$ cat src/rtl/rcdr_pkg.sv
`default_nettype none

package rcdr_pkg;

    // Bus geometry
    localparam int unsigned ADDR_W = 8;
    localparam int unsigned DATA_W = 32;
    localparam int unsigned STRB_W = 4;

    // Register byte offsets
    localparam logic [7:0] CTRL_OFFSET = 8'h00;
    localparam logic [7:0] DATE_OFFSET = 8'h04;
    localparam logic [7:0] STAT_OFFSET = 8'h08;

    // Bus responses
    localparam logic [1:0] RESP_OKAY   = 2'h0;
    localparam logic [1:0] RESP_SLVERR = 2'h2;

    // Date word field positions (low bit of each field)
    localparam int unsigned YEAR_TENS_LSB   = 28;
    localparam int unsigned YEAR_UNITS_LSB  = 24;
    localparam int unsigned MONTH_TENS_LSB  = 20;
    localparam int unsigned MONTH_UNITS_LSB = 16;
    localparam int unsigned DAY_TENS_LSB    = 12;
    localparam int unsigned DAY_UNITS_LSB   = 8;
    localparam int unsigned WEEKDAY_LSB     = 0;

    // Largest legal digit values
    localparam logic [3:0] BCD_DIGIT_MAX = 4'h9;
    localparam logic [2:0] WEEKDAY_MAX   = 3'h6;

    // Implemented bits; all others read as zero
    localparam logic [31:0] DATE_IMPL_MASK = 32'hff1f3f07;
    localparam logic [31:0] CTRL_IMPL_MASK = 32'h00000008;

    // Reset values
    localparam logic [31:0] DATE_RESET = 32'h00000000;
    localparam logic [31:0] CTRL_RESET = 32'h00000000;

    // Control and status bit positions
    localparam int unsigned CTRL_UNLOCK_BIT = 3;
    localparam int unsigned STAT_UNLOCK_BIT = 0;
    localparam int unsigned STAT_LEGAL_BIT  = 1;

    // Byte-lane merge of a write into a stored word
    function automatic logic [31:0] merge_strb(
        input logic [31:0] old_word,
        input logic [31:0] new_word,
        input logic [3:0]  strb
    );
        logic [31:0] result;
        result = old_word;
        for (int i = 0; i < 4; i++) begin
            if (strb[i]) begin
                result[i*8 +: 8] = new_word[i*8 +: 8];
            end
        end
        return result;
    endfunction

    // Word decode; the low two address bits are ignored
    function automatic logic is_reg(
        input logic [7:0] addr,
        input logic [7:0] offset
    );
        return addr[7:2] == offset[7:2];
    endfunction

    // Year digits, month and day units digits, and the weekday within their legal range
    function automatic logic date_legal(input logic [31:0] word);
        return (word[YEAR_TENS_LSB +: 4] <= BCD_DIGIT_MAX)
            && (word[YEAR_UNITS_LSB +: 4] <= BCD_DIGIT_MAX)
            && (word[MONTH_UNITS_LSB +: 4] <= BCD_DIGIT_MAX)
            && (word[DAY_UNITS_LSB +: 4] <= BCD_DIGIT_MAX)
            && (word[WEEKDAY_LSB +: 3] <= WEEKDAY_MAX);
    endfunction

endpackage

`default_nettype wire

$ cat src/rtl/rcdr_top.sv
`default_nettype none

module rcdr_top (
    // Clock and reset
    input  wire logic        clk_sys,
    input  wire logic        reset_n,
    // Write address channel
    input  wire logic [7:0]  s_axi_awaddr,
    input  wire logic [2:0]  s_axi_awprot,
    input  wire logic        s_axi_awvalid,
    output logic             s_axi_awready,
    // Write data channel
    input  wire logic [31:0] s_axi_wdata,
    input  wire logic [3:0]  s_axi_wstrb,
    input  wire logic        s_axi_wvalid,
    output logic             s_axi_wready,
    // Write response channel
    output logic      [1:0]  s_axi_bresp,
    output logic             s_axi_bvalid,
    input  wire logic        s_axi_bready,
    // Read address channel
    input  wire logic [7:0]  s_axi_araddr,
    input  wire logic [2:0]  s_axi_arprot,
    input  wire logic        s_axi_arvalid,
    output logic             s_axi_arready,
    // Read data channel
    output logic      [31:0] s_axi_rdata,
    output logic      [1:0]  s_axi_rresp,
    output logic             s_axi_rvalid,
    input  wire logic        s_axi_rready,
    // Date and lock state
    output logic      [31:0] calendar_date_word,
    output logic             clock_write_unlock
);

    // Bus slave state
    typedef struct packed {
        logic        aw_full;
        logic [7:0]  aw_addr;
        logic        w_full;
        logic [31:0] w_data;
        logic [3:0]  w_strb;
        logic        bvalid;
        logic [1:0]  bresp;
        logic        rvalid;
        logic [31:0] rdata;
        logic [1:0]  rresp;
    } rcdr_axi_s;

    rcdr_axi_s st;
    rcdr_axi_s next_st;

    logic        wr_fire;
    logic        ctrl_wr;
    logic        date_wr;
    logic        wr_mapped;
    logic        rd_take;
    logic        rd_mapped;
    logic [31:0] rd_word;
    logic [31:0] ctrl_word;
    logic [31:0] date_word;
    logic [31:0] stat_word;
    logic        date_legal;
    logic        unlock;

    // Protection bits carry no meaning here
    logic        prot_unused;
    assign prot_unused = ^{s_axi_awprot, s_axi_arprot};

    // Address and data are held until both are present
    assign s_axi_awready = !st.aw_full;
    assign s_axi_wready  = !st.w_full;
    assign s_axi_arready = !st.rvalid;

    // A write commits once both halves are in and no answer is pending
    assign wr_fire   = st.aw_full && st.w_full && !st.bvalid;
    assign ctrl_wr   = wr_fire && rcdr_pkg::is_reg(st.aw_addr, rcdr_pkg::CTRL_OFFSET);
    assign date_wr   = wr_fire && rcdr_pkg::is_reg(st.aw_addr, rcdr_pkg::DATE_OFFSET);
    assign wr_mapped = rcdr_pkg::is_reg(st.aw_addr, rcdr_pkg::CTRL_OFFSET)
                    || rcdr_pkg::is_reg(st.aw_addr, rcdr_pkg::DATE_OFFSET)
                    || rcdr_pkg::is_reg(st.aw_addr, rcdr_pkg::STAT_OFFSET);

    assign rd_take   = s_axi_arvalid && !st.rvalid;
    assign rd_mapped = rcdr_pkg::is_reg(s_axi_araddr, rcdr_pkg::CTRL_OFFSET)
                    || rcdr_pkg::is_reg(s_axi_araddr, rcdr_pkg::DATE_OFFSET)
                    || rcdr_pkg::is_reg(s_axi_araddr, rcdr_pkg::STAT_OFFSET);

    // Status word shows lock state and digit legality
    always_comb begin
        stat_word = 32'h00000000;
        stat_word[rcdr_pkg::STAT_UNLOCK_BIT] = unlock;
        stat_word[rcdr_pkg::STAT_LEGAL_BIT]  = date_legal;
    end

    // Read mux; unmapped reads return zero
    always_comb begin
        rd_word = 32'h00000000;
        if (rcdr_pkg::is_reg(s_axi_araddr, rcdr_pkg::CTRL_OFFSET)) begin
            rd_word = ctrl_word;
        end else if (rcdr_pkg::is_reg(s_axi_araddr, rcdr_pkg::DATE_OFFSET)) begin
            rd_word = date_word;
        end else if (rcdr_pkg::is_reg(s_axi_araddr, rcdr_pkg::STAT_OFFSET)) begin
            rd_word = stat_word;
        end
    end

    // Channel bookkeeping
    always_comb begin
        next_st = st;
        // Capture write address
        if (s_axi_awvalid && !st.aw_full) begin
            next_st.aw_full = 1'b1;
            next_st.aw_addr = s_axi_awaddr;
        end
        // Capture write data
        if (s_axi_wvalid && !st.w_full) begin
            next_st.w_full = 1'b1;
            next_st.w_data = s_axi_wdata;
            next_st.w_strb = s_axi_wstrb;
        end
        // Retire response before a new commit can raise it again
        if (st.bvalid && s_axi_bready) begin
            next_st.bvalid = 1'b0;
        end
        // Commit; a locked date write still answers OKAY, silently
        if (wr_fire) begin
            next_st.aw_full = 1'b0;
            next_st.w_full  = 1'b0;
            next_st.bvalid  = 1'b1;
            next_st.bresp   = wr_mapped ? rcdr_pkg::RESP_OKAY : rcdr_pkg::RESP_SLVERR;
        end
        // Read answer
        if (st.rvalid && s_axi_rready) begin
            next_st.rvalid = 1'b0;
        end
        if (rd_take) begin
            next_st.rvalid = 1'b1;
            next_st.rdata  = rd_word;
            next_st.rresp  = rd_mapped ? rcdr_pkg::RESP_OKAY : rcdr_pkg::RESP_SLVERR;
        end
    end

    always_ff @(posedge clk_sys or negedge reset_n) begin
        if (!reset_n) begin
            st <= '0;
        end else begin
            st <= next_st;
        end
    end

    assign s_axi_bvalid = st.bvalid;
    assign s_axi_bresp  = st.bresp;
    assign s_axi_rvalid = st.rvalid;
    assign s_axi_rdata  = st.rdata;
    assign s_axi_rresp  = st.rresp;

    // Control word holding the unlock bit
    rcdr_unlock_ctl u_unlock (
        .clk_sys            (clk_sys),
        .reset_n            (reset_n),
        .wr_en              (ctrl_wr),
        .wr_data            (st.w_data),
        .wr_strb            (st.w_strb),
        .clock_control_word (ctrl_word),
        .clock_write_unlock (unlock)
    );

    // Date store; unlock sampled in the commit cycle
    // gated by unlock
    rcdr_date_store u_date (
        .clk_sys            (clk_sys),
        .reset_n            (reset_n),
        .wr_en              (date_wr),
        .wr_data            (st.w_data),
        .wr_strb            (st.w_strb),
        .clock_write_unlock (unlock),
        .calendar_date_word (date_word),
        .date_is_legal      (date_legal)
    );

    assign calendar_date_word = date_word;
    assign clock_write_unlock = unlock;

endmodule // rcdr_top

`default_nettype wire

$ cat src/rtl/rcdr_unlock_ctl.sv
`default_nettype none

module rcdr_unlock_ctl (
    // Clock and reset
    input  wire logic        clk_sys,
    input  wire logic        reset_n,
    // Register write
    input  wire logic        wr_en,
    input  wire logic [31:0] wr_data,
    input  wire logic [3:0]  wr_strb,
    // State
    output logic      [31:0] clock_control_word,
    output logic             clock_write_unlock
);

    typedef struct packed {
        logic [31:0] ctrl;
    } rcdr_ctl_s;

    rcdr_ctl_s st;
    rcdr_ctl_s next_st;

    // Control word, only the unlock bit is kept
    always_comb begin
        next_st = st;
        if (wr_en) begin
            next_st.ctrl = rcdr_pkg::merge_strb(st.ctrl, wr_data, wr_strb)
                         & rcdr_pkg::CTRL_IMPL_MASK;
        end
    end

    always_ff @(posedge clk_sys or negedge reset_n) begin
        if (!reset_n) begin
            st.ctrl <= rcdr_pkg::CTRL_RESET;
        end else begin
            st <= next_st;
        end
    end

    assign clock_control_word = st.ctrl;
    assign clock_write_unlock = st.ctrl[rcdr_pkg::CTRL_UNLOCK_BIT];

endmodule // rcdr_unlock_ctl

`default_nettype wire

$ cat src/rtl/rcdr_date_store.sv
`default_nettype none

module rcdr_date_store (
    // Clock and reset
    input  wire logic        clk_sys,
    input  wire logic        reset_n,
    // Register write
    input  wire logic        wr_en,
    input  wire logic [31:0] wr_data,
    input  wire logic [3:0]  wr_strb,
    input  wire logic        clock_write_unlock,
    // State
    output logic      [31:0] calendar_date_word,
    output logic             date_is_legal
);

    typedef struct packed {
        logic [31:0] date;
    } rcdr_date_s;

    rcdr_date_s st;
    rcdr_date_s next_st;

    // Write gate on the unlock bit
    always_comb begin
        next_st = st;
        if (wr_en && clock_write_unlock) begin
            next_st.date = rcdr_pkg::merge_strb(st.date, wr_data, wr_strb)
                         & rcdr_pkg::DATE_IMPL_MASK;
        end
    end

    // Fields are undefined on a real part; zero here for a clean start
    always_ff @(posedge clk_sys or negedge reset_n) begin
        if (!reset_n) begin
            st.date <= rcdr_pkg::DATE_RESET;
        end else begin
            st <= next_st;
        end
    end

    assign calendar_date_word = st.date;
    assign date_is_legal      = rcdr_pkg::date_legal(st.date);

endmodule // rcdr_date_store

`default_nettype wire

$ cat config.mk
export PLATFORM = sky130hd
export DESIGN_NAME = rcdr_top
export DESIGN_NICKNAME = d
export VERILOG_FILES = /design/src/rtl/rcdr_pkg.sv /design/src/rtl/rcdr_top.sv /design/src/rtl/rcdr_unlock_ctl.sv /design/src/rtl/rcdr_date_store.sv
export SDC_FILE = /design/constraint.sdc
export NUM_CORES = 1
export LEC_CHECK = 0
export BUFFER_PORTS_ARGS = -buffer_cell sky130_fd_sc_hd__clkbuf_2
export CAP_MARGIN = 40
export CORE_ASPECT_RATIO = 0.5
export CORE_MARGIN = 4
export CORE_UTILIZATION = 53
export DETAILED_ROUTE_END_ITERATION = 10
export PLACE_DENSITY = 0.85
export RECOVER_POWER = 25
export SLEW_MARGIN = 20
export SYNTH_ARGS = -nofsm -noshare
export SYNTH_HDL_FRONTEND = slang
export SYNTH_SLANG_ARGS = --single-unit
$ cat constraint.sdc
create_clock -name clk_sys -period 5.9 [get_ports clk_sys]
set_clock_uncertainty 0.2 [all_clocks]
set_input_delay 0.59 -clock clk_sys [delete_from_list [all_inputs] [get_ports clk_sys]]
set_output_delay 0.59 -clock clk_sys [all_outputs]
set_load 0.02 [all_outputs]
---- Word-level counts from Yosys, hierarchy flattened ----
Cells that the tools add are included.
word-level totals
  input port bits ......................... 65
  output and inout port bits .............. 74
  flip-flop bits (word level) ............. 107
operators by class
  reductions and logical operators ........ 33
  multiplexer cells ....................... 13
  equality and inequality tests ........... 4
  $lt $le $gt $ge ......................... 5
operators with widths
  operator              number
  $mux W32              2
  $mux W37              1
  $mux W35              1
  $le A4 B4 Y1 const B  4
  $logic_and A1 B1 Y1   14
  $eq A6 B1 Y1 const B  2
  $eq A6 B2 Y1 const B  2
  $logic_not A6 Y1      2
  $reduce_and A2 Y1     5
  $mux W9               1
  $reduce_bool A2 Y1    4
  $mux W2               3
  $logic_not A1 Y1      4
  $logic_or A1 B1 Y1    4
  $mux W1               4
  $le A3 B3 Y1 const B  1
  $mux W3               1

---- Longest topological paths before layout ----
Gate-level depths: netlist of the first run.
  word-level depth ........................ 9
  mapped depth ............................ 5
  gate-level depth less buffers ........... 3

---- By module ----
A second synthesis of the first run with hierarchy kept.
second synthesis, totals
  cells, all modules ...................... 403
  area, all modules ....................... 5061.1 µm²
modules (own cells, without submodules)
  module           times used  area each (µm²)  cells an instance
  rcdr_top         1           3838.7           302
  rcdr_date_store  1           934.6            65
  rcdr_unlock_ctl  1           287.8            36

---- Worst setup path before layout of the first run ----
Ideal clock, no wire load.
  kind .................................... reg2reg
  from .................................... reg st[80] in the netlist's numbering
  to ...................................... reg u_date.st, in the netlist u_date.calendar_date_word[24]
  stages on the path, launching flop included .. 5
  setup time .............................. 0.125 ns
  data arrival time ....................... 1.859 ns
  period minus slack after synthesis ...... 2.184 ns
  path buffers ............................ 1
  path slack .............................. 3.716 ns
  cells stage by stage .................... dfrtp_1 or4_1 buf_2 nor4_4 mux2_2
on the way
  longest elaborated chain between the ends .. 4
ends and longest elaborated chain
  element                             RTL line               RTL
  start, declared                     rcdr_top.sv:50         rcdr_axi_s st;
  start signal, assigned              rcdr_top.sv:147        st <= next_st;
  $eq A6 B1 Y1                        rcdr_pkg.sv:66         return addr[7:2] == offset[7:2];
  $logic_and A1 B1 Y1                 rcdr_top.sv:78         assign date_wr = wr_fire && rcdr_pkg::is_reg(st.aw_addr, rcdr_pkg::DATE_OFFSET);
  $logic_and A1 B1 Y1                 rcdr_date_store.sv:27  if (wr_en && clock_write_unlock) begin
  $reduce_and A2 Y1 (no source line)  --
  end signal, assigned                rcdr_date_store.sv:38  st <= next_st;
  end, declared                       rcdr_date_store.sv:21  rcdr_date_s st;
Every way passes these cells.
A chain may end at the register's enable or synchronous reset.

---- Worst setup path after layout of the first run ----
  from .................................... reg st[80] in the netlist's numbering
  to ...................................... reg u_date.st, in the netlist u_date.calendar_date_word[27]
Same word-level chain as after synthesis.

==> results of run 1 <==
[synth_stat cells (2+ instances only)]
cell                       number
sky130_fd_sc_hd__a21oi_1        2
sky130_fd_sc_hd__a22o_1        20
sky130_fd_sc_hd__buf_1          2
sky130_fd_sc_hd__buf_4         46
sky130_fd_sc_hd__clkbuf_1       7
sky130_fd_sc_hd__dfrtp_1       85
sky130_fd_sc_hd__inv_1          8
sky130_fd_sc_hd__mux2_2        53
sky130_fd_sc_hd__nand2_1        9
sky130_fd_sc_hd__nand3b_1       2
sky130_fd_sc_hd__nand4b_1       2
sky130_fd_sc_hd__nor2b_1        3
sky130_fd_sc_hd__nor4_1         3
sky130_fd_sc_hd__nor4_4         3
sky130_fd_sc_hd__o21a_1         2
sky130_fd_sc_hd__o21ai_0       12
sky130_fd_sc_hd__or4_1          2
[worst reg2reg max path, cell delays in order (launching register included)]
cell                      delay (ns)
sky130_fd_sc_hd__dfrtp_1        0.37
sky130_fd_sc_hd__or4_1          0.74
sky130_fd_sc_hd__nor4_4         0.64
sky130_fd_sc_hd__mux2_2         0.40
[power groups by stage]
stage / logic (mW) / clock network (mW) / registers (mW)
finish: 0.339 / 0.477 / 0.805
detailed placement: 0.345 / 0 / 0.814
global route: 0.372 / 0.515 / 0.822
global placement: 0.321 / 0 / 0.798
floorplan: 0.258 / 0 / 0.797
CTS: 0.346 / 0.491 / 0.804
[placed cells by master, fill, tap and decap left out]
master / Yosys / final
sky130_fd_sc_hd__a21oi_1: 2 / 2
sky130_fd_sc_hd__a22o_1: 20 / 20
sky130_fd_sc_hd__a2bb2oi_1: 1 / 1
sky130_fd_sc_hd__a32oi_1: 1 / 1
sky130_fd_sc_hd__buf_12: 0 / 1
sky130_fd_sc_hd__buf_4: 46 / 2
sky130_fd_sc_hd__buf_8: 0 / 1
sky130_fd_sc_hd__clkbuf_1: 7 / 3
sky130_fd_sc_hd__clkbuf_16: 0 / 9
sky130_fd_sc_hd__clkbuf_2: 0 / 97
sky130_fd_sc_hd__clkinv_2: 0 / 3
sky130_fd_sc_hd__conb_1: 1 / 21
sky130_fd_sc_hd__dfrtp_1: 85 / 85
sky130_fd_sc_hd__inv_1: 8 / 8
sky130_fd_sc_hd__mux2_2: 53 / 53
sky130_fd_sc_hd__nand2_1: 9 / 9
sky130_fd_sc_hd__nand2b_1: 1 / 1
sky130_fd_sc_hd__nand3_1: 1 / 1
sky130_fd_sc_hd__nand3b_1: 2 / 2
sky130_fd_sc_hd__nand4_1: 1 / 1
sky130_fd_sc_hd__nand4b_1: 2 / 2
sky130_fd_sc_hd__nor2b_1: 3 / 2
sky130_fd_sc_hd__nor2b_2: 0 / 1
sky130_fd_sc_hd__nor3_1: 1 / 1
sky130_fd_sc_hd__nor4_1: 3 / 2
sky130_fd_sc_hd__nor4_2: 0 / 1
sky130_fd_sc_hd__nor4_4: 3 / 3
sky130_fd_sc_hd__nor4bb_1: 1 / 1
sky130_fd_sc_hd__o21a_1: 2 / 2
sky130_fd_sc_hd__o21ai_0: 12 / 12
sky130_fd_sc_hd__o31ai_1: 1 / 1
sky130_fd_sc_hd__o41ai_1: 1 / 1
sky130_fd_sc_hd__or4_1: 2 / 2
[through the flow]
stage	instances	util	cell area (um^2)
finish	444	0.637	4250
global route	444	0.637	4250
CTS	444	0.638	4260
detailed placement	430	0.601	4010
global placement	428	0.595	3970
floorplan	292	-	3730
[layer usage]
| layer | up-vias | track usage |
|---|---|---|
| met5 | - | 0 |
| met4 | 0 | 0.0730 |
| met3 | 14 | 0.0560 |
| met2 | 66 | 0.337 |
| met1 | 1198 | 0.214 |
| li1 | 1053 | - |
[cells by family after synthesis]
group	Yosys count
AOI/OAI and AO/OA	40
buffers and inverters	64
DFF	85
muxes	53
other	1
and+or+nand+nor	29
[layout make-up]
class | instances | area [um^2]
sequential | 85 | 2130
multi-input combinational | 143 | 1190
tap | 92 | 115
inverter | 8 | 30.0
fill | 511 | 2420
clock inverter | 3 | 15.0
timing repair buffer | 102 | 539
clock buffer | 11 | 233
[path summary, 6_finish.rpt]
path,start,endpoint,slack [ns]
min in group asynchronous,reset_n,st[82],0.67
worst min-delay path,s_axi_rready,s_axi_rvalid,0.26
worst max register to register,st[80],u_date.calendar_date_word[27],3.44
worst min register to register,s_axi_rresp[1],s_axi_rresp[1],0.29
max in group asynchronous,reset_n,s_axi_rresp[1],3.60
worst max-delay path,st[80],u_date.calendar_date_word[27],3.44
[flip-flops by register name (all words and copies together) (netlist names)]
signal                       cells
s_axi_rvalid                     1
s_axi_rdata                     23
st                              35
s_axi_bresp                      1
u_unlock.clock_control_word      1
u_date.calendar_date_word       22
s_axi_rresp                      1
s_axi_bvalid                     1
==> results.md, run 1 <==
- The fraction of synthesized cell area taken by the top area cell type is 0.583.
- The cell-internal power is 1.16 mW.
- The peak clock frequency supported by timing is 406 MHz.
- The area enclosed by the die boundary is 8360 um^2.
- The final-report max-slew violation count is 39.
- The clock tree root driver cell is sky130_fd_sc_hd__clkbuf_16.
- The maximum number of pins on one net before global-route repair is 48.
- In the post-route analysis, the smallest setup slack over all paths is 3.44 ns.
- Of the total power, the clock network draws 0.294.
- Counting flops with a built-in enable in the synthesized netlist gives 0.
- The number of nets still failing antenna checks after routing is 0.
- For the pin with the worst max-slew slack, the measured transition is 2.13 ns.
- The worst hold slack is 0.255 ns.
- For this run, the leading register cell type out of synthesis is sky130_fd_sc_hd__dfrtp_1.
- The overall global routing resource usage is 0.187.
- Data arrives at the worst endpoint at 2.48 ns.
- The post-cts sizing count is 0.
- Of the total synthesized cell area, the portion taken by AND, OR, NAND and NOR gates is 0.0589.
- Before antenna repair, the detailed router went through 4 iterations.
- The shortest clock period the worst path allows after layout is ~2.5 ns.
- The number of endpoints with negative hold slack in the final report is 0.
- The standard cell with the maximum stage delay on the critical path is sky130_fd_sc_hd__or4_1.
- The kind of path behind the tightest hold check is primary input to flip-flop.
- After detailed routing, no signal wire sits above met4.
- Summed over all nets, wire length on met3 after detailed routing comes to 373 um.
- The initial standard-cell utilization of the core is 0.547.
- The number of instances in the synthesized netlist is approximately 270.
- The final reports fail on capacitance limit, slew limit.
- The path depth of the worst reg2reg path is 3.
- The net count of the finished layout is 414.
- The TritonCTS buffer count is 9.
- In the routed design, unresolved DRC markers number 0.
- The post-cts hold buffer count is 0.
- After clock tree synthesis, the setup repair step added 0 buffers.
- Sorting the synthesized cells by area gives the leading types as sky130_fd_sc_hd__dfrtp_1, sky130_fd_sc_hd__mux2_2, sky130_fd_sc_hd__buf_4.
- After floorplanning, the core was divided into 21 placement rows.
- Measured against its own limit, the worst slew margin works out to -0.417.
- Counting every sink on the clock net gives 85.
- The flow ran to the end, but the final reports show violations.
- The clock latency at the later pin of the worst-skew pair is 0.33 ns.
- The delay of the slowest critical-path stage is 0.74 ns.
- roughly 140 I/O pins were placed.
- The ratio of cells with drive above 1 in the final layout is 0.486.
- The number of design-rule violations left by the first detailed-router iteration is 137.
- The wire length on met1 is about 3000 um.
- The share of the synthesized area in compound gates (AO/OA/AOI/OAI) is 0.0805.
- The share of the Yosys chip area taken by registers is 0.583.
- The floorplan step set the die height to 66.7 um.
- The multiplexer fraction of the synthesized cell area is 0.163.
- The post-synthesis area per instance is 13.4 um^2.
- The clock edge transition at the registers on the reported setup and hold paths is about 0.05 ns.
- The horizontal die dimension is 125 um.
- Counting instances, the worst hold path has a depth of 2.
- Global routing finished with a remaining overflow of 0.
- The cell type with the highest aggregate area in the netlist is sky130_fd_sc_hd__dfrtp_1.
- The core area is ~6700 um^2.
- The worst setup path is captured at a flip-flop.
- The switching share of power is 0.285.
- The initial antenna violation count came to 0.
- Traced cell by cell, the critical path runs through or4_1, nor4_4, mux2_2.
- The routed wire length is 7450 um.
- Counting along the longest clock path gives a buffer depth of 2.
- The number of global-route vias before repair came to 2418.
- Power spread over the standard cell area amounts to 381 nW/um^2.
- Setup repair after global routing left no endpoint under its margin.
- The detailed placement HPWL is 5640 um.
- The critical path data required time is just under 6 ns.
- The analysis attributes to net switching a power of 0.462 mW.
- OpenSTA, run right after detailed placement, puts the worst setup slack at 3.41 ns.
- The fraction of the mapped netlist area in adder cells is 0.
- The number of setup violations in the final report is 0.
- The cell count along the critical path is 3.
- The leakage power summed over all cells is about 2.2 nW.
- The global-route wire length before repair is approximately 12000 um.
- By area, the combinational part of the netlist is dominated by multiplexers.
- Port buffering added 98 buffers.
- The sum of internal, switching and leakage power is 1.62 mW.
- During synthesis, Yosys emitted a total of 0 warnings.
- The async set or reset register ratio after synthesis is 1.00.
- Broken down by cell family, the worst path's largest delay share belongs to simple AND/OR/NAND/NOR gates.
- Of the available clock period, the critical path in the final layout requires 0.418.
- The parity-gate share of the synthesized area counting xor and xnor cells is 0.
- The worst-case IR drop observed on VDD is 170 uV.
- Detailed routing inserted a total of about 2300 vias.
- Dividing the detail-routed via count by the number of cells gives 5.25.
- The number of maximum-capacitance constraint violations is 1.
- The combinational share of power is 0.209.
- The post-synthesis cell area is 3650 um^2.
- The relative contribution of sequential cells to total power is 0.497.
- CTS built an H-tree with a depth of 3.
- The accumulated negative setup slack is 0 ns.
- The number of storage elements in the synthesis netlist is 85.
- The count of different cell masters after synthesis is 28.
- In the final routed layout, each cell accounts on average for around 17 um.
- The critical path is of the flip-flop to flip-flop type.
- The maximum net fanout on the critical path is 8.
- The TritonCTS clock tree is yes.
- The critical path startpoint category is a flip-flop.
- The final RePlAce weighted congestion is 0.733.
- The buffers plus inverters on the worst setup path is 0.
- The area growth from synthesis to layout is 16.5%.
- 0 antenna diodes ended up in the layout.
- The met2 routed wirelength is 3980 um.
No activity file was read; power rests on OpenSTA's default activity.
==> run 2, diff against run 1 <==
CORE_UTILIZATION = 49   (was 53)
PLACE_DENSITY = 0.8   (was 0.85)
clock period = 2.5 ns   (was 5.9 ns; I/O delays follow)
==> results.md, run 2 (same netlist as run 1, synthesis figures left out) <==
- The tree is rooted in a sky130_fd_sc_hd__clkbuf_16.
- Measured against its own limit, the worst slew margin works out to 0.226.
- In this run the horizontal extent of the chip is 130 um.
- Dividing the final minimum period by the clock period gives 0.945.
- The worst setup path category is flip-flop to flip-flop.
- The detailed placement HPWL is 5630 um.
- Input and output buffers added on the ports amount to 98.
- Dividing the detail-routed via count by the number of cells gives 4.95.
- Leaving out fill and tap cells, the most frequent cell in the layout is sky130_fd_sc_hd__clkbuf_2.
- The global-route wire length before repair is 13100 um.
- The number of diodes is 0.
- The flow ran to the end, and the final reports show no timing, DRC or antenna violations.
- The clock latency at the later pin of the worst-skew pair is 0.33 ns.
- The final route contains 2409 vias.
- The number of setup violations in the final report is 0.
- In the final routed layout, each cell accounts on average for between 15 and 20 um.
- The hold path depth is 2.
- TritonCTS created 9 clock buffers.
- Of all nets on the critical path, the largest fanout is 6.
- The path class of the tightest hold or removal check is primary input to flip-flop.
- The maximum number of pins on one net before global-route repair is 49.
- The number of global-route vias before repair is approximately 2600.
- The number of maximum-capacitance constraint violations is 0.
- The number of design-rule violations left by the first detailed-router iteration is 135.
- The finished cells cover around 4700 um^2.
- Setup total negative slack on the finished layout was measured at 0 ns.
- For this run, the top clock speed supported by timing is 423 MHz.
- The startpoint identified for the worst hold timing path is s_axi_araddr[3].
- During I/O placement, the number of pins put on the boundary was 139.
- Of the cells placed in the final design, the portion with a size suffix greater than 1 is 0.433.
- The number of flip-flops in the largest register is 35.
- The most critical setup path has its startpoint at st[79].
- The core region is 6960 um^2.
- Across every metal layer, demand over resource in global routing totals 0.191.
- Once routing completed, OpenROAD measured the worst setup slack at about 0.14 ns.
- Once detail routing completed, the nets flagged for antenna violations numbered 0.
- The number of endpoints with negative hold slack in the final report came to 0.
- For this run the aggregate overflow at the end of global routing stands at 0.
- The analysis attributes to cell leakage a power of 2.33 nW.
- The worst flop-to-flop path startpoint is st[79].
- Setup repair after global routing left no endpoint under its margin.
- The highest ir drop seen on vdd is 600 uV.
- The routed wire length is ~8000 um.
- The slew of the pin with the lowest slew margin is 1.16 ns.
- Compared with the post-synthesis result, the final layout area differs by 27.8%.
- The worst setup path is launched from a flip-flop.
- Clock-pin slew was measured on the worst setup and hold paths at 0.06 ns.
- The first-pass iteration count of the detailed router is 4.
- The areal power density over the cells is ~850 nW/um^2.
- The clock sink total is 85.
- The initial utilization of the core area, before any placement, comes to 0.524.
- For the worst setup path, the data arrival time is roughly 2.4 ns.
- The path depth of the worst reg2reg path is 3.
- The largest register by flop count is st.
- At the end of the flow, the number of nets in the layout was 456.
- The die covers 8980 um^2.
- The post-cts sizing count is 0.
- The library cells used most frequently in the layout, excluding fill and tap cells, are sky130_fd_sc_hd__clkbuf_2, sky130_fd_sc_hd__dfrtp_1, sky130_fd_sc_hd__mux2_2.
- Counting the fill cells in the layout gives 519.
- The maximum level of the CTS H-tree is 3.
- After layout, the design draws a total of 3.96 mW.
- The row count is 21.
- Routability-driven placement finished with a final weighted congestion of ~0.81.
- The final routed DRC violation total is 0.
- The shortest clock period the worst path allows after layout is 2.36 ns.
- At the placement stage, the worst setup path has a slack of 0.145 ns.
- The height of the die is 69.0 um.
- TritonCTS built the clock tree.
- STA classifies the critical path endpoint as a flip-flop.
- In this run the cell area measured after placement is between 4000 and 5000 um^2.
- The initial antenna violation count is 0.
- The final-report max-slew violation count is 0.
- At the worst endpoint, the required time is ~2.5 ns.
- Counting along the longest clock path gives a buffer depth of 2.
run 2: cell count changes in the layout (fill, tap and decap cells not counted):
cell                            previous run  this run
sky130_fd_sc_hd__clkinvlp_4                0         2
sky130_fd_sc_hd__clkbuf_1                  3         8
sky130_fd_sc_hd__dlygate4sd3_1             0        38
sky130_fd_sc_hd__clkbuf_8                  0         1
sky130_fd_sc_hd__buf_8                     1         0
sky130_fd_sc_hd__clkinv_2                  3         2
sky130_fd_sc_hd__buf_4                     2         6
sky130_fd_sc_hd__clkbuf_2                 97        92
run 2: worst paths after layout:
kind / endpoint / slack [ns]
worst max register to register: u_date.calendar_date_word[17] / 0.14
worst max-delay path: u_date.calendar_date_word[17] / 0.14
worst min-delay path: s_axi_rdata[3] / 0.03
worst min register to register: s_axi_rresp[1] / 0.28
min in group asynchronous: s_axi_bresp[1] / 0.48
max in group asynchronous: s_axi_rdata[9] / 0.73
run 2: per-layer routing:
metal / vias to the layer above / track usage / part of all wire
met3: 17 / 0.0617 / 0.052
met4: 0 / 0.0622 / 0.020
met2: 78 / 0.323 / 0.52
met1: 1180 / 0.229 / 0.41
li1: 1134 / - / -
met5: - / 0 / 0
run 2: what timing repair did:
action	in CTS	in global routing
buffers inserted	0	0
hold endpoints to repair	83	0
setup endpoints to repair	0	0
hold buffers	38	0
run 2: power breakdown:
group	leakage (nW)	switching, mW	internal, mW
registers	1.10	0.196	1.70
logic	1.11	0.441	0.423
clock network	0.127	0.504	0.690
total	2.33	1.14	2.82
run 2: through the flow:
| stage | hold slack, ns | utilization | std cells |
|---|---|---|---|
| finish | 0.0343 | 0.670 | 487 |
| global route | 0.0335 | 0.670 | 487 |
| CTS | 0.0177 | 0.672 | 487 |
| detailed placement | 0.0899 | 0.579 | 434 |
| global placement | 0.0705 | 0.579 | 434 |
| floorplan | -0.246 | - | 292 |
run 2: layout make-up:
class	instances	area, um^2	area share
Inverter	8	30.0	0.00644
Clock buffer	11	243	0.0520
Timing Repair Buffer	144	932	0.200
Clock inverter	4	25.0	0.00536
Tap cell	92	115	0.0247
Sequential cell	85	2130	0.456
Multi-Input combinational cell	143	1190	0.256
run 2: worst max-delay path, cell delays in order, from the launching register on:
cell and delay (ns):
sky130_fd_sc_hd__dfrtp_1 0.38, sky130_fd_sc_hd__or4_1 0.72, sky130_fd_sc_hd__nor4_4 0.54, sky130_fd_sc_hd__mux2_2 0.39
==> run 3, diff against run 2 <==
CORE_ASPECT_RATIO = 1.2   (was 0.5)
==> results.md, run 3 (same netlist as run 1, synthesis figures left out) <==
- around 140 I/O pins were placed.
- The core region is around 7300 um^2.
- The peak clock frequency supported by timing is 434 MHz.
- Once detail routing completed, the nets flagged for antenna violations numbered 0.
- Of the total power, the clock network draws 0.294.
- In this run the power density over the cells is 833 nW/um^2.
- The critical path data required time is 2.53 ns.
- The flow ran to the end, and the final reports show no timing, DRC or antenna violations.
- Across the VDD grid, the largest voltage drop is 664 uV.
- Setup violations remaining at the end of the flow were counted as 0.
- The repair_antennas step left the layout with diodes totalling 0.
- Of the total power, registers draw 0.488.
- The mean routed wirelength per cell is 15.7 um.
- After layout, the worst setup slack is roughly 0.19 ns.
- The maximum level of the CTS H-tree is 3.
- The data arrival at the endpoint of the critical path is about 2.3 ns.
- The clock sink total is 85.
- The TritonCTS buffer count is 9.
- For this design the static power due to leakage is 2.30 nW.
- The final-report max-slew violation count came to 0.
- The clock tree root driver cell is sky130_fd_sc_hd__clkbuf_8.
- The tightest hold path in the finished design has a slack of around 0.056 ns.
- The final global-route overflow total is 0.
- For this configuration, the core starts out at a cell density of 0.502.
- The number of buffers on the longest clock path is 2.
- Traced cell by cell, the critical path runs through or4_1, nor3_1, mux2_2.
- The clock edge transition at the registers on the reported setup and hold paths is 0.08 ns.
- The tool flagged a number of max-cap violations equal to 0.
- The first routing iteration left 66 violations.
- The horizontal die dimension is 86.8 um.
- The number of vias after detailed routing is 2435.
- The critical path startpoint category is a flip-flop.
- The final critical-path share of the clock period is 0.922.
- Summed over all nets, the switching power comes to ~1.1 mW.
- Measured against its own limit, the worst slew margin works out to 0.288.
- At the end of routability-driven placement, the weighted congestion stood at 0.729.
- The internal power of the cells totals 2.79 mW.
- The global-route wire length before repair is 12100 um.
- Before CTS, the worst setup slack after placement is 0.209 ns.
- The ratio of cells with drive above 1 in the final layout is 0.418.
- The buffers plus inverters on the worst setup path is 0.
- The height of the die is 103 um.
- At the pin with the least slew margin, the transition time is 1.07 ns.
- The delay of the slowest critical-path stage is 0.72 ns.
- The area enclosed by the die boundary is 8900 um^2.
- After detailed routing, the number of remaining DRC violations is 0.
- The number of endpoints with negative hold slack in the final report was 0.
- After floorplanning, the core was divided into 34 placement rows.
- The most common cell after layout, fill and taps aside is sky130_fd_sc_hd__clkbuf_2.
- The number of buffers added for setup after CTS is 0.
- At the end of the flow the core is filled with cells to 0.637.
- Compared with the post-synthesis result, the final layout area differs by 26.9%.
- The tightest min-delay check is of the primary input to flip-flop type.
- Entering global routing, the biggest net connects between 40 and 50 pins.
- The shortest clock period the worst path allows after layout is 2.31 ns.
- The endpoint class of the critical path is a flip-flop.
- In this run the worst path has a maximum fanout of 6.
- Setup repair after global routing left no endpoint under its margin.
- The register with the most flip-flops in the layout has 35 of them.
- Detailed placement ended at an HPWL of 5290 um.
- The overall global routing resource usage is 0.177.
- Setup slack on the worst reg-to-reg path comes out at between 0.15 and 0.2 ns.
- The worst setup path category is flip-flop to flip-flop.
- The top cell types in the final layout, fill and taps aside, are sky130_fd_sc_hd__clkbuf_2, sky130_fd_sc_hd__dfrtp_1, sky130_fd_sc_hd__mux2_2.
- The first-pass iteration count of the detailed router is 4.
- The standard cell with the maximum stage delay on the critical path is sky130_fd_sc_hd__or4_1.
- The count of input and output buffers is a little under 100.
- The switching share of power is 0.276.
- The via-per-instance ratio is 5.02.
- The number of global-route vias before repair was 2476.
- The accumulated negative setup slack is 0 ns.
- The total number of nets in the final design is 457.
- Ranked by flip-flop count, first place goes to st.
- The share of total power dissipated in combinational logic is 0.218.
- The initial antenna violation count is 0.
- The TritonCTS clock tree is yes.
- In this design, the largest share of critical-path delay is due to simple AND/OR/NAND/NOR gates.
- The routed wire length is 7590 um.
- The count of fill cells added during filler insertion is 554.
- The clock latency at the later pin of the worst-skew pair is 0.34 ns.
-- run 3: final timing paths --
| check | startpoint | end | cells past startpoint |
|---|---|---|---|
| setup / recovery | st[80] | u_date.calendar_date_word[1] | 3 |
| hold reg to reg | s_axi_rdata[0] | s_axi_rdata[0] | 2 |
| min in group asynchronous | reset_n | s_axi_rdata[8] | 2 |
| max in group asynchronous | reset_n | u_date.calendar_date_word[17] | 3 |
| setup reg to reg | st[80] | u_date.calendar_date_word[1] | 3 |
| hold / removal | s_axi_araddr[4] | s_axi_rdata[1] | 4 |
-- run 3: cell type report --
type | count | area, um^2 | share of cell area
clock buffer | 10 | 138 | 0.0297
clock inverter | 4 | 97.6 | 0.0211
inverter | 8 | 30.0 | 0.00648
multi-input combinational | 143 | 1190 | 0.258
sequential | 85 | 2130 | 0.459
tap | 90 | 113 | 0.0243
timing repair buffer | 145 | 935 | 0.202
-- run 3: worst reg2reg max path, delay by kind of cell (launching register included) --
| kind | cells | cell delay [ns] |
|---|---|---|
| DFF | 1 | 0.38 |
| muxes | 1 | 0.40 |
| and+or+nand+nor | 2 | 1.22 |
-- run 3: routing by layer --
metal  vias to the layer above  track usage  share of wire
li1                       1133            -              -
met1                      1208        0.225           0.42
met2                        88        0.305           0.51
met3                         6       0.0440          0.064
met4                         0       0.0468         0.0088
met5                         -            0              0
-- run 3: what timing repair did --
action                    CTS  global route
hold buffers               39             0
resized for setup           0             0
hold endpoints to repair   79             0
-- run 3: per-stage QoR --
stage                     cells  cell area (um^2)  total power [mW]
after floorplan             292              3730              2.49
after global placement      432              4030              2.66
after detailed placement    432              4030              2.72
after CTS                   485              4650              3.90
after global routing        485              4630              4.06
final                       485              4630              3.86
-- run 3: power groups by stage --
stage / Sequential [mW] / Combinational [mW] / Clock [mW]
floorplan: 1.88 / 0.610 / 0
global placement: 1.89 / 0.771 / 0
detailed placement: 1.91 / 0.804 / 0
CTS: 1.89 / 0.854 / 1.16
global route: 1.93 / 0.928 / 1.20
finish: 1.89 / 0.840 / 1.14
